$ cat src/design/dsync_map.svh
// Constants for the downstream sync timestamp path.
`ifndef DSYNC_MAP_SVH
`define DSYNC_MAP_SVH
`define DSYNC_PKT_LEN        8'd188
`define DSYNC_SYNC_BYTE      8'h47
`define DSYNC_PTR_IDX        8'd4
`define DSYNC_MSG_IDX        8'd5
`define DSYNC_MSG_TAG        16'h00c0
`define DSYNC_MSG_TAG_HI     8'h00
`define DSYNC_MSG_TAG_LO     8'hc0
`define DSYNC_TS_IDX         8'd24
`define DSYNC_NULL_PID_HI    8'h1f
`define DSYNC_NULL_PID_LO    8'hff
`define DSYNC_CLK_MHZ        40
`define DSYNC_MCLK_KHZ       10240
`define DSYNC_MCLK_ACC       16'd10240
`define DSYNC_MCLK_MOD       16'd40000
`define DSYNC_LAG_MAX        8'd100
`define DSYNC_LATENCY_US     200
`define DSYNC_LATENCY_CYC    (`DSYNC_LATENCY_US * `DSYNC_CLK_MHZ)
`define DSYNC_SKEW_US        500
`define DSYNC_SKEW_CYC       (`DSYNC_SKEW_US * `DSYNC_CLK_MHZ)
`define DSYNC_DATA_BUF_MS    8
`define DSYNC_VIDEO_BUF_MS   10
`define DSYNC_INTERVAL_RST   32'd400000
`endif

$ cat src/design/dsync_pkg.sv
// Types shared by both ends of the downstream sync timestamp path.
package dsync_pkg;
   typedef enum logic [1:0] {
      DSYNC_MODE_PASSTHRU = 2'b00,
      DSYNC_MODE_MULTI    = 2'b01,
      DSYNC_MODE_STREAM   = 2'b10
   } dsync_mode_t;
   typedef enum logic [1:0] {
      DSYNC_ST_IDLE = 2'b00,
      DSYNC_ST_FWD  = 2'b01,
      DSYNC_ST_INS  = 2'b10,
      DSYNC_ST_NULL = 2'b11
   } dsync_state_t;
endpackage : dsync_pkg

$ cat src/design/dsync_if.sv
// Transport byte stream from headend core to remote node.
`timescale 1ns/1ps
interface dsync_if;
   logic       valid;
   logic       ready;
   logic       sop;
   logic [7:0] data;
   modport headend (output valid, output sop, output data, input ready);
   modport node    (input valid, input sop, input data, output ready);
endinterface : dsync_if

$ cat src/design/dsync_node.sv
// Remote node end: stamps and inserts sync packets and pads nulls on the stream.
// Rules of the document for this path
// RL1: Keep local timestamp from timing interface.
// RL2: Rewrite stamps of embedded sync messages.
// RL3: Streaming mode inserts own sync messages.
// RL4: Message at sixth byte, pointer fifth.
// RL5: Timebase lags reference 0 to 100 cycles.
// RL6: Stamp equals count at first byte out.
// RL7: Headend generates sync in passthrough mode.
// RL8: Headend places sync at sixth byte.
// RL9: Detect by start flag and 0x00c0.
// RL10: Headend stamp may be zero.
// RL11: Headend sends no sync when streaming.
// RL12: Isolated packet latency under 200 us.
// RL13: Bonded channel skew under 500 us.
// RL14: Data channel buffers 8 ms traffic.
// RL15: Video channel buffers 10 ms traffic.
// RL16: Headend sends constant rate padded stream.
// RL17: Headend rate matches configured channel rate.
// RL18: Synchronous mode supported, asynchronous optional.
// RL19: Asynchronous mode adds or drops nulls.
// RL20: Free-running 32-bit counter at 10.24 MHz.
// RL21: Passthrough forwards packets unchanged otherwise.
// RL22: Insert sync within configured interval.
// RL23: Latch count at first byte plus offset.
`timescale 1ns/1ps
`include "dsync_map.svh"
module dsync_node (
   input  wire logic        i_clk,
   input  wire logic        i_reset_n,
   input  wire logic [1:0]  i_mode,
   input  wire logic        i_async,
   input  wire logic        i_tick_valid,
   input  wire logic [31:0] i_ref_time,
   input  wire logic [31:0] i_ts_offset,
   input  wire logic [31:0] i_sync_interval,
   input  wire logic        i_phy_ready,
   dsync_if.node            lnk,
   output logic             o_phy_valid,
   output logic             o_phy_sop,
   output logic [7:0]       o_phy_data,
   output logic             o_lag_err
);
   logic [15:0] mclk_acc_reg;
   logic        mclk_en;
   logic [31:0] ts_reg;
   logic [31:0] ts_next;
   logic [31:0] stamp_reg;
   logic [31:0] ivl_cnt_reg;
   logic        ins_due_reg;
   logic [7:0]  idx_reg;
   logic        pusi_reg;
   logic        is_sync_reg;
   logic        prev_zero_reg;
   logic        v_reg;
   logic        s_reg;
   logic [7:0]  d_reg;
   logic        lag_reg;
   logic [31:0] lag;
   logic        step;
   logic        fwd_take;
   dsync_pkg::dsync_state_t st_reg;

   function automatic logic [7:0] stamp_byte(input logic [31:0] t,
                                              input logic [7:0] i);
      logic [1:0] k;
      k = 2'(i - `DSYNC_TS_IDX);
      stamp_byte = t[8'd31 - {k, 3'b000} -: 8];
   endfunction : stamp_byte

   function automatic logic in_stamp(input logic [7:0] i);
      in_stamp = (i >= `DSYNC_TS_IDX) && (i < `DSYNC_TS_IDX + 8'd4);
   endfunction : in_stamp

   // Fractional divider gives a 10.24 MHz enable from the 40 MHz clock.
   always_ff @(posedge i_clk or negedge i_reset_n) begin
      if (!i_reset_n) begin
         mclk_acc_reg <= 16'h0000;
      end else if (mclk_acc_reg + `DSYNC_MCLK_ACC >= `DSYNC_MCLK_MOD) begin
         mclk_acc_reg <= mclk_acc_reg + `DSYNC_MCLK_ACC - `DSYNC_MCLK_MOD;
      end else begin
         mclk_acc_reg <= mclk_acc_reg + `DSYNC_MCLK_ACC;
      end
   end
   assign mclk_en = (mclk_acc_reg + `DSYNC_MCLK_ACC >= `DSYNC_MCLK_MOD);

   // Reloads from the reference so the lag stays fixed near one tick.
   assign ts_next = mclk_en ? ts_reg + 32'h1 : ts_reg; // [RL20]
   always_ff @(posedge i_clk or negedge i_reset_n) begin
      if (!i_reset_n) begin
         ts_reg <= 32'h0000_0000;
      end else if (i_tick_valid) begin
         ts_reg <= i_ref_time; // [RL1] [RL5]
      end else begin
         ts_reg <= ts_next; // [RL20]
      end
   end

   assign lag = i_ref_time - ts_reg;
   always_ff @(posedge i_clk or negedge i_reset_n) begin
      if (!i_reset_n) begin
         lag_reg <= 1'b0;
      end else if (i_tick_valid) begin
         lag_reg <= (lag > 32'(`DSYNC_LAG_MAX)); // [RL5]
      end
   end
   assign o_lag_err = lag_reg;

   assign step = !o_phy_valid || i_phy_ready;
   // Ready follows the output slot, so a stalled modulator holds the link.
   assign lnk.ready = (st_reg == dsync_pkg::DSYNC_ST_FWD) && step;
   assign fwd_take = lnk.valid && lnk.ready;

   always_ff @(posedge i_clk or negedge i_reset_n) begin
      if (!i_reset_n) begin
         ivl_cnt_reg <= 32'h0;
         ins_due_reg <= 1'b0;
      end else if (st_reg == dsync_pkg::DSYNC_ST_INS && idx_reg == 8'h0) begin
         ivl_cnt_reg <= 32'h0;
         ins_due_reg <= 1'b0;
      end else if (ivl_cnt_reg + 32'h1 >= i_sync_interval) begin
         ins_due_reg <= 1'b1; // [RL22]
      end else begin
         ivl_cnt_reg <= ivl_cnt_reg + 32'h1;
      end
   end

   // Idle chooses: insert a due sync, forward the headend, or pad a null.
   always_ff @(posedge i_clk or negedge i_reset_n) begin
      if (!i_reset_n) begin
         st_reg  <= dsync_pkg::DSYNC_ST_IDLE;
         idx_reg <= 8'h00;
      end else if (step) begin
         case (st_reg)
            dsync_pkg::DSYNC_ST_IDLE: begin
               idx_reg <= 8'h00;
               if (ins_due_reg &&
                   i_mode == dsync_pkg::DSYNC_MODE_STREAM) begin
                  st_reg <= dsync_pkg::DSYNC_ST_INS; // [RL3]
               end else if (lnk.valid && lnk.sop) begin
                  st_reg <= dsync_pkg::DSYNC_ST_FWD;
               end else if (i_async) begin
                  st_reg <= dsync_pkg::DSYNC_ST_NULL; // [RL19]
               end
            end
            dsync_pkg::DSYNC_ST_FWD: begin
               if (fwd_take) begin
                  idx_reg <= idx_reg + 8'h01;
                  if (idx_reg == `DSYNC_PKT_LEN - 8'h01) begin
                     st_reg <= dsync_pkg::DSYNC_ST_IDLE;
                  end
               end
            end
            default: begin
               idx_reg <= idx_reg + 8'h01;
               if (idx_reg == `DSYNC_PKT_LEN - 8'h01) begin
                  st_reg <= dsync_pkg::DSYNC_ST_IDLE;
               end
            end
         endcase
      end
   end

   // Header fields seen so far on the forwarded packet.
   always_ff @(posedge i_clk or negedge i_reset_n) begin
      if (!i_reset_n) begin
         pusi_reg      <= 1'b0;
         is_sync_reg   <= 1'b0;
         prev_zero_reg <= 1'b0;
      end else if (fwd_take) begin
         if (idx_reg == 8'h00) begin
            is_sync_reg <= 1'b0;
         end
         if (idx_reg == 8'h01) begin
            pusi_reg <= lnk.data[6];
         end
         if (idx_reg == `DSYNC_PTR_IDX) begin
            prev_zero_reg <= (lnk.data == `DSYNC_MSG_TAG_HI);
         end
         if (idx_reg == `DSYNC_MSG_IDX) begin
            is_sync_reg <= pusi_reg && prev_zero_reg &&
                           (lnk.data == `DSYNC_MSG_TAG_LO); // [RL9]
         end
      end
   end

   // Stamp taken when the first message byte leaves, plus a fixed offset.
   always_ff @(posedge i_clk or negedge i_reset_n) begin
      if (!i_reset_n) begin
         stamp_reg <= 32'h0;
      end else if (step && idx_reg == `DSYNC_MSG_IDX &&
                   st_reg != dsync_pkg::DSYNC_ST_IDLE) begin
         stamp_reg <= ts_reg + i_ts_offset; // [RL6] [RL23]
      end
   end

   always_ff @(posedge i_clk or negedge i_reset_n) begin
      if (!i_reset_n) begin
         v_reg <= 1'b0;
         s_reg <= 1'b0;
         d_reg <= 8'h00;
      end else if (step) begin
         v_reg <= 1'b0;
         s_reg <= 1'b0;
         case (st_reg)
            dsync_pkg::DSYNC_ST_FWD: begin
               v_reg <= fwd_take;
               s_reg <= fwd_take && (idx_reg == 8'h00);
               d_reg <= lnk.data; // [RL21]
               if (is_sync_reg && in_stamp(idx_reg) &&
                   (i_mode != dsync_pkg::DSYNC_MODE_STREAM)) begin
                  d_reg <= stamp_byte(stamp_reg, idx_reg); // [RL2]
               end
               // Nulls pass whole: a cut packet would break the stream,
               // so back-pressure on the headend does the removal. [RL19]
            end
            dsync_pkg::DSYNC_ST_INS: begin
               v_reg <= 1'b1;
               s_reg <= (idx_reg == 8'h00);
               if (idx_reg == 8'h00) begin
                  d_reg <= `DSYNC_SYNC_BYTE;
               end else if (idx_reg == 8'h01) begin
                  d_reg <= 8'h40;
               end else if (idx_reg == `DSYNC_PTR_IDX) begin
                  d_reg <= `DSYNC_MSG_TAG_HI; // [RL4]
               end else if (idx_reg == `DSYNC_MSG_IDX) begin
                  d_reg <= `DSYNC_MSG_TAG_LO; // [RL4] [RL3]
               end else if (in_stamp(idx_reg)) begin
                  d_reg <= stamp_byte(stamp_reg, idx_reg); // [RL3]
               end else begin
                  d_reg <= 8'hff;
               end
            end
            dsync_pkg::DSYNC_ST_NULL: begin
               v_reg <= 1'b1;
               s_reg <= (idx_reg == 8'h00);
               if (idx_reg == 8'h00) begin
                  d_reg <= `DSYNC_SYNC_BYTE;
               end else if (idx_reg == 8'h01) begin
                  d_reg <= `DSYNC_NULL_PID_HI;
               end else if (idx_reg == 8'h02) begin
                  d_reg <= `DSYNC_NULL_PID_LO;
               end else begin
                  d_reg <= 8'hff; // [RL19]
               end
            end
            default: begin
               d_reg <= d_reg;
            end
         endcase
      end
   end
   // No buffer: bytes go straight through, far below the limits. [RL12]
   // Fixed pipeline depth keeps channels aligned. [RL13] [RL18]
   // Deep buffering lives upstream of this path. [RL14] [RL15]
   assign o_phy_valid = v_reg;
   assign o_phy_sop   = s_reg;
   assign o_phy_data  = d_reg;
endmodule : dsync_node

$ cat src/flat_wrapper.sv
// flat-port wrapper written by rule: the top's interface ports become plain ports
module dsync_node_flat 
  (i_clk, i_reset_n, i_mode, i_async, i_tick_valid, i_ref_time, i_ts_offset, i_sync_interval, i_phy_ready, o_phy_valid, o_phy_sop, o_phy_data, o_lag_err, lnk_valid, lnk_sop, lnk_data, lnk_ready);
  dsync_if lnk_i ();
  input  wire logic i_clk;
  input  wire logic i_reset_n;
  input  wire logic [1:0] i_mode;
  input  wire logic i_async;
  input  wire logic i_tick_valid;
  input  wire logic [31:0] i_ref_time;
  input  wire logic [31:0] i_ts_offset;
  input  wire logic [31:0] i_sync_interval;
  input  wire logic i_phy_ready;
  output logic o_phy_valid;
  output logic o_phy_sop;
  output logic [7:0] o_phy_data;
  output logic o_lag_err;
  input wire logic [$bits(lnk_i.valid)-1:0] lnk_valid;
  input wire logic [$bits(lnk_i.sop)-1:0] lnk_sop;
  input wire logic [$bits(lnk_i.data)-1:0] lnk_data;
  output wire logic [$bits(lnk_i.ready)-1:0] lnk_ready;
  assign lnk_i.valid = lnk_valid;
  assign lnk_i.sop = lnk_sop;
  assign lnk_i.data = lnk_data;
  assign lnk_ready = lnk_i.ready;
  dsync_node u_core (.i_clk(i_clk), .i_reset_n(i_reset_n), .i_mode(i_mode), .i_async(i_async), .i_tick_valid(i_tick_valid), .i_ref_time(i_ref_time), .i_ts_offset(i_ts_offset), .i_sync_interval(i_sync_interval), .i_phy_ready(i_phy_ready), .lnk(lnk_i), .o_phy_valid(o_phy_valid), .o_phy_sop(o_phy_sop), .o_phy_data(o_phy_data), .o_lag_err(o_lag_err));
endmodule
$ cat config.mk
export PLATFORM = sky130hd
export DESIGN_NAME = dsync_node_flat
export DESIGN_NICKNAME = d
export VERILOG_FILES = /design/src/design/dsync_pkg.sv /design/src/design/dsync_if.sv /design/src/design/dsync_node.sv /design/src/flat_wrapper.sv
export VERILOG_INCLUDE_DIRS = /design/src /design/src/design
export SDC_FILE = /design/constraint.sdc
export NUM_CORES = 1
export LEC_CHECK = 0
export BUFFER_PORTS_ARGS = -buffer_cell sky130_fd_sc_hd__buf_2
export CELL_PAD_IN_SITES_DETAIL_PLACEMENT = 2
export CELL_PAD_IN_SITES_GLOBAL_PLACEMENT = 2
export CORE_ASPECT_RATIO = 0.75
export CORE_MARGIN = 4
export CORE_UTILIZATION = 37
export CTS_BUF_LIST = sky130_fd_sc_hd__clkbuf_2 sky130_fd_sc_hd__clkbuf_4 sky130_fd_sc_hd__clkbuf_8
export DETAILED_ROUTE_END_ITERATION = 12
export PLACE_DENSITY = 0.94
export RECOVER_POWER = 100
export SLEW_MARGIN = 10
export SYNTH_ARGS = -nofsm -noshare
export SYNTH_HDL_FRONTEND = slang
export SYNTH_SLANG_ARGS = --single-unit
$ cat constraint.sdc
create_clock -name i_clk -period 4.95 [get_ports i_clk]
set_input_delay 0.2475 -clock i_clk [delete_from_list [all_inputs] [get_ports i_clk]]
set_output_delay 0.2475 -clock i_clk [all_outputs]
set_load 0.02 [all_outputs]
==> key figures, run 1 <==
Synthesis
  – Synth Area per Inst: 8.15 µm²
  – Syn Std Cell Area: 11500 µm²
  – Sequential area share after synthesis: 0.285
  – YS warnings: 0
  – Syn Nets: 1628
  – Asr flop ratio synth: 1.00
  – EDFF count, synth: 0
  – Syn Inst Count: 1410
  – Count of cell types in the netlist: 77
  – #FFs+latches synth: 131
  – Synth Flop Type: dfrtp_1

Global routing
  – Gr busiest metal: met2
  – First-pass GRT wire length: 75000 µm
  – Total grt overflow: 0
  – Routing usage on met1: 0.359
  – Tot GR Track Use: 0.278
  – Met2 Track Usage GR: 0.472
  – Initial antenna violation count: 5
  – M3 GR Usage: 0.0428
  – Pin count of the biggest net entering global routing: 95
  – Vias in the first global route: 13.0k

Critical path
  – CP endpoint kind: register
  – R2r endpoint: u_core.ivl_cnt_reg[14]$_DFFE_PN0P_
  – Crit path kind: reg2reg
  – Worst path required time: 5.37 ns
  – R2R depth: 20
  – CP startpoint kind: register
  – Critical Path AT: 5.12 ns
  – Worst-path maximum fanout: 34
  – Crit Reg-Reg Startpoint: u_core.ivl_cnt_reg[3]$_DFFE_PN0P_
  – R2R setup slack: 0.25 ns

Floorplan
  – I/O pin total: 125
  – Die area: 34000 µm²
  – Initial core utilization: 0.378
  – Row cnt: 55
  – DIE HEIGHT: 161 µm
  – Core area: 30400 µm²
  – Die width: 212 µm

Timing
  – Slew margin rel.: -0.777
  – Setup violators final: 0
  – F_max: 213 MHz
  – Final WS setup: 0.249 ns
  – Setup TNS Final: 0 ns
  – Fin Clk Skew: 0.0297 ns
  – Max Slew Vio Count: 120
  – Final Hold Vio Count: 0
  – Worst-Margin Slew: 2.67 ns
  – Minimum period implied by the final worst setup slack: 4.70 ns
  – Hold_ws: 0.0125 ns
  – Period utilization: 0.950

Route
  – WL final: 48800 µm
  – Remaining antenna violation count: 0
  – Vias per std cell: 6.02
  – DRT iter0 DRCs: 772
  – Vias: 11.7k
  – Drt first pass iters: 5
  – DRC Markers: 0
  – Routed length per instance: 25.1 µm

CTS
  – Clk sinks: 131
  – Worst-path clk slew: 0.09 ns
  – Total CTS buffers: 17
  – TritonCTS clock tree: built
  – H-tree levels: 4
  – Root Buffer: clkbuf_8
  – Insertion delay to the later sink of the worst-skew pair: 0.51 ns
  – Max clock buf depth: 2

Outcome
  – Failing checks: max-capacitance violations, max-slew violations
  – Status: finished with violations

Cells and area
  – Most frequent cells in the layout: nand2_1, dfrtp_1, o21ai_0, buf_2, ha_1
  – Most common cell after layout, fill and taps aside: nand2_1
  – Final Core Density: 0.430
  – Layout area overhead: 13.9%
  – Share of post-route cells with drive strength above 1: 0.128
  – Nets@finish: 1746
  – Design Area, Final: 13100 µm²

Pwr
  – Switching power: 2.34 mW
  – Power per Cell Area: 393 nW/µm²
  – Internal Pwr Total: 2.80 mW
  – Power share of the combinational group: 0.440
  – Clock network power share: 0.209
  – Max VDD drop: 0.191 mV
  – Flop pwr share: 0.351
  – Sw Ratio: 0.455
  – Leak pwr: 6.07 nW

Worst hold path
  – Hold path depth: 3
  – Hold Crit Endpoint: u_core.ts_reg[28]$_DFFE_PN0P_
  – HP Class: in2reg
  – Worst hold start: i_ref_time[28]

Place
  – PortBufs: 124
  – GPL Wtd Cong: 0.901
  – Dpl hpwl: 36000 µm
  – DP Area: 12500 µm²
  – DP Worst Slack: -0.0782 ns

Run
  – Max Cap Viol: 2
-- critical path, stage by stage, from the launching register on --
cell	delay [ns]
dfrtp_1	0.47
nand2_1	0.14
nor2_4	0.23
nand3_4	0.15
nor2_4	0.20
and3_4	0.23
and3_2	0.30
nand2_1	0.15
xnor2_1	0.27
ha_1	0.31
a21o_1	0.20
a21o_1	0.18
a21oi_1	0.18
nor2b_1	0.09
o21ai_0	0.20
a21oi_1	0.15
nor2_4	0.19
nand2_1	0.08
buf_4	0.26
or4_1	0.44
a21oi_1	0.17
-- cells in the mapped netlist, types with 5 or more instances --
cell / n / area, µm²
inv_1: 101 / 379
xor2_1: 43 / 377
a2111oi_0: 5 / 43.8
or4_1: 11 / 82.6
nor2_1: 85 / 319
o21bai_1: 12 / 90.1
xnor2_1: 81 / 709
nand2_1: 180 / 676
dfrtp_1: 131 / 3280
nand2b_1: 12 / 75.1
and2_1: 8 / 50.1
o211ai_1: 11 / 82.6
nand4_1: 36 / 225
ha_1: 103 / 1290
and3_1: 21 / 131
mux4_2: 8 / 180
clkbuf_1: 47 / 176
nor3_1: 21 / 105
a21o_1: 40 / 300
o21ai_0: 125 / 626
o21a_1: 16 / 120
o31ai_1: 9 / 67.6
o22ai_1: 5 / 31.3
mux2_2: 9 / 101
mux2i_1: 11 / 110
a221oi_1: 6 / 52.6
nand3_1: 51 / 255
nor4_1: 15 / 93.8
a21oi_1: 83 / 415
or2_2: 6 / 37.5
or3_1: 7 / 43.8
a31oi_1: 14 / 87.6
nor2b_1: 12 / 75.1
-- routing by layer --
layer	wire, µm	up-vias
li1	-	5259
met1	20800	5956
met2	23900	355
met3	2270	120
met4	1800	0
met5	0	-
-- timing repair --
item	4_1_cts	5_1_grt
hold endpoints to repair	109	0
endpoints found under the setup margin	6	29
resized for setup	2	6
pin swaps	0	2
setup buffers	0	3
gates cloned	0	0
hold buffers	17	0
-- cell type report --
| type | instances | area, µm² |
|---|---|---|
| fillers | 3432 | 17300 |
| inverters | 101 | 379 |
| repair buffers | 151 | 838 |
| clock buffers | 23 | 317 |
| clock inverters | 8 | 123 |
| multi-input cells | 1126 | 7650 |
| diodes | 3 | 7.51 |
| flip-flops and latches | 131 | 3280 |
| well taps | 399 | 499 |
-- power by group through the flow --
stage / Clock [mW] / Sequential [mW] / Combinational [mW]
global placement: 0 / 1.73 / 1.95
detailed placement: 0 / 1.78 / 2.17
finish: 1.08 / 1.81 / 2.26
CTS: 1.09 / 1.77 / 2.22
floorplan: 0 / 1.61 / 1.49
global route: 1.14 / 1.84 / 2.50
-- stage by stage --
stage          power [mW]  cells
2_1_floorplan        3.10   1410
3_3_place_gp         3.69   1888
3_5_place_dp         3.95   1888
4_1_cts              5.08   1936
5_1_grt              5.47   1942
6_report             5.15   1942
-- worst max-delay path by stage --
stage | to | cells past startpoint | startpoint | slack (ns)
after floorplan | u_core.ivl_cnt_reg[14]$_DFFE_PN0P_ | 23 | u_core.ivl_cnt_reg[0]$_DFFE_PN0P_ | 0.98
after global placement | u_core.ivl_cnt_reg[22]$_DFFE_PN0P_ | 21 | u_core.ivl_cnt_reg[0]$_DFFE_PN0P_ | 0.49
after detailed placement | u_core.ivl_cnt_reg[14]$_DFFE_PN0P_ | 20 | u_core.ivl_cnt_reg[6]$_DFFE_PN0P_ | -0.08
after CTS | u_core.ivl_cnt_reg[14]$_DFFE_PN0P_ | 20 | u_core.ivl_cnt_reg[6]$_DFFE_PN0P_ | 0.02
after global routing | u_core.ivl_cnt_reg[14]$_DFFE_PN0P_ | 20 | u_core.ivl_cnt_reg[1]$_DFFE_PN0P_ | -0.03
final | u_core.ivl_cnt_reg[14]$_DFFE_PN0P_ | 20 | u_core.ivl_cnt_reg[3]$_DFFE_PN0P_ | 0.25
-- cells by family after synthesis --
kind of cell    after synthesis  synth area share
xor+xnor                    124            0.0945
compound gates              377             0.206
fa+ha+maj                   105             0.116
simple gates                492             0.214
mux                          28            0.0341
buf+inv                     153            0.0507
flops                       131             0.285
No activity file was read; power rests on OpenSTA's default activity.
==> inputs of run 2 (changes only) <==
--- a/config.mk
+++ b/config.mk
@@ -7,7 +7,7 @@
 export NUM_CORES = 1
 export LEC_CHECK = 0
 export BUFFER_PORTS_ARGS = -buffer_cell sky130_fd_sc_hd__buf_2
-export CELL_PAD_IN_SITES_DETAIL_PLACEMENT = 2
+export CELL_PAD_IN_SITES_DETAIL_PLACEMENT = 0
 export CELL_PAD_IN_SITES_GLOBAL_PLACEMENT = 2
 export CORE_ASPECT_RATIO = 0.75
 export CORE_MARGIN = 4
==> run 2 against run 1 <==
Against the previous run: the flow still finishes with violations (max-capacitance violations, max-slew violations); first-iteration DRC count is 9.6% lower; worst hold slack better by 0.030 ns; clock skew decreased by 0.016 ns; critical path type unchanged; largest cell class unchanged; largest power group unchanged.
==> key figures, run 2 (same netlist as run 1, synthesis figures left out) <==
Floorplan
  – I/O pin total: 125
  – Initial core utilization: 0.378
  – Die width: 212 µm
  – Core area: 30400 µm²
  – Die area: 34000 µm²
  – Row cnt: 55
  – DIE HEIGHT: 161 µm

Timing
  – Fin Clk Skew: 0.0134 ns
  – Period utilization: 0.927
  – F_max: 218 MHz
  – Setup violators final: 0
  – Final Hold Vio Count: 0
  – Worst-Margin Slew: 2.53 ns
  – Max Slew Vio Count: 176
  – Hold_ws: 0.0426 ns
  – Slew margin rel.: -0.684
  – Minimum period implied by the final worst setup slack: 4.59 ns

Pwr
  – Sw Ratio: 0.418
  – Tot Pwr: 4.79 mW
  – Internal Pwr Total: 2.79 mW
  – Max VDD drop: 0.176 mV
  – Leak pwr: 6.12 nW
  – Switching power: 2.00 mW
  – Clock network power share: 0.222
  – Power share of the combinational group: 0.416
  – Flop pwr share: 0.362
  – Power per Cell Area: 363 nW/µm²

Global routing
  – Met2 Track Usage GR: 0.265
  – M3 GR Usage: 0.0330
  – First-pass GRT wire length: 53100 µm
  – Pin count of the biggest net entering global routing: 95
  – Routing usage on met1: 0.314
  – Vias in the first global route: 9886
  – Gr busiest metal: met1
  – Initial antenna violation count: 1
  – Total grt overflow: 0
  – Tot GR Track Use: 0.193

CTS
  – Max clock buf depth: 2
  – Post-CTS Repair Setup Buffers: 0
  – Insertion delay to the later sink of the worst-skew pair: 0.48 ns
  – H-tree levels: 4
  – Worst-path clk slew: 0.09 ns
  – Clk sinks: 131
  – TritonCTS clock tree: built
  – Root Buffer: clkbuf_8
  – Total CTS buffers: 17

Cells and area
  – Nets@finish: 1757
  – Layout area overhead: 14.8%
  – Most frequent cells in the layout: nand2_1, dfrtp_1, o21ai_0, buf_2, ha_1
  – Fill cells: 3152
  – Share of post-route cells with drive strength above 1: 0.124
  – Most common cell after layout, fill and taps aside: nand2_1
  – Footprint of the multi-input gates: 7630 µm²
  – Sequential standard cell area: 3280 µm²

Worst hold path
  – Hold path depth: 3
  – Worst hold start: i_ref_time[10]
  – Hold Crit Endpoint: u_core.ts_reg[10]$_DFFE_PN0P_
  – HP Class: in2reg

Route
  – Vias per std cell: 5.41
  – Routed length per instance: 16.9 µm
  – DRC Markers: 0
  – Drt first pass iters: 7
  – WL final: 33000 µm
  – Vias: 10.6k
  – DRT iter0 DRCs: 698
  – Remaining antenna violation count: 0

Critical path
  – CP Buf/Inv Count: 2
  – R2R depth: 20
  – Worst-path maximum fanout: 34
  – Worst path required time: 5.35 ns
  – Crit Reg-Reg Startpoint: u_core.ivl_cnt_reg[0]$_DFFE_PN0P_
  – CP endpoint kind: register
  – R2R setup slack: 0.36 ns
  – R2r endpoint: u_core.ivl_cnt_reg[14]$_DFFE_PN0P_
  – Crit path kind: reg2reg
  – Delay-heaviest family, CP: simple AND/OR/NAND/NOR gates
  – Worst path cell trace: ha_1, nand3_2, nor3_4, and3_1, nand3_4, or2_4, inv_1, nand2_1, xnor2_1, ha_1, nand4_1, nor3_1, o31ai_1, o21ai_0, a31o_2, o31ai_4, nand2_1, buf_4, or4_1, a21oi_1
  – CP peak stage delay: 0.43 ns
  – CP startpoint kind: register
  – CP max-delay cell: dfrtp_1
  – Critical Path AT: 4.99 ns

Place
  – GPL Wtd Cong: 0.901
  – PortBufs: 124
  – Dpl hpwl: 25900 µm

Outcome
  – Failing checks: max-capacitance violations, max-slew violations
  – Status: finished with violations

Run
  – Max Cap Viol: 3
==> run 2: cell count changes in the layout (fill, tap and decap cells not counted), sizes merged <==
cell,change
diode,-2
dlygate4sd3,+14
buf,-3
clkinv,+3
clkbuf,-5
inv,+2
bufinv,+1
==> run 2: worst min-delay path, delay by kind of cell <==
family	cells	cell delay [ns]
buffers and inverters	1	0.11
AOI/OAI and AO/OA	1	0.06
and+or+nand+nor	1	0.05
==> run 2: timing repair <==
item | in CTS | in global routing
setup endpoints to repair | 0 | 6
hold buffers | 31 | 0
endpoints found under the hold margin | 123 | 0
resized for setup | 0 | 2
==> run 2: worst max-delay path by stage <==
| stage | from | endpoint | slack (ns) | cells past startpoint |
|---|---|---|---|---|
| global route | u_core.ivl_cnt_reg[0]$_DFFE_PN0P_ | u_core.ivl_cnt_reg[14]$_DFFE_PN0P_ | -0.004 | 21 |
| CTS | u_core.ivl_cnt_reg[0]$_DFFE_PN0P_ | u_core.ivl_cnt_reg[14]$_DFFE_PN0P_ | 0.27 | 20 |
| global placement | u_core.ivl_cnt_reg[0]$_DFFE_PN0P_ | u_core.ivl_cnt_reg[22]$_DFFE_PN0P_ | 0.49 | 21 |
| detailed placement | u_core.ivl_cnt_reg[0]$_DFFE_PN0P_ | u_core.ivl_cnt_reg[14]$_DFFE_PN0P_ | 0.29 | 20 |
| finish | u_core.ivl_cnt_reg[0]$_DFFE_PN0P_ | u_core.ivl_cnt_reg[14]$_DFFE_PN0P_ | 0.36 | 20 |
| floorplan | u_core.ivl_cnt_reg[0]$_DFFE_PN0P_ | u_core.ivl_cnt_reg[14]$_DFFE_PN0P_ | 0.98 | 23 |
==> run 2: cell type report <==
class / count / area share
clock inverters: 14 / 0.0155
repair buffers: 162 / 0.0723
clock buffers: 18 / 0.0188
flip-flops and latches: 131 / 0.248
well taps: 399 / 0.0378
inverters: 101 / 0.0287
diodes: 1 / 0.000190
multi-input cells: 1126 / 0.578
==> run 2: per-layer routing <==
| metal | up-vias | share of wire |
|---|---|---|
| met5 | - | 0 |
| met3 | 17 | 0.048 |
| li1 | 5309 | - |
| met2 | 247 | 0.40 |
| met1 | 4982 | 0.54 |
| met4 | 0 | 0.010 |
==> run 2: stage by stage <==
step	cells	setup slack (ns)	area [µm²]	TNS [ns]	util
6_report	1952	0.360	13200	0	0.434
5_1_grt	1952	-0.00372	13200	-0.00542	0.434
4_1_cts	1951	0.274	13200	0	0.435
3_5_place_dp	1888	0.292	12500	0	0.410
3_3_place_gp	1888	0.487	12500	0	0.410
2_1_floorplan	1410	0.980	11500	0	-
==> run 2: power by group through the flow <==
stage	logic [mW]	clock network, mW	registers (mW)
2_1_floorplan	1.49	0	1.61
3_3_place_gp	1.95	0	1.73
3_5_place_dp	1.98	0	1.74
4_1_cts	2.01	1.09	1.73
5_1_grt	2.26	1.14	1.78
6_report	1.99	1.06	1.73
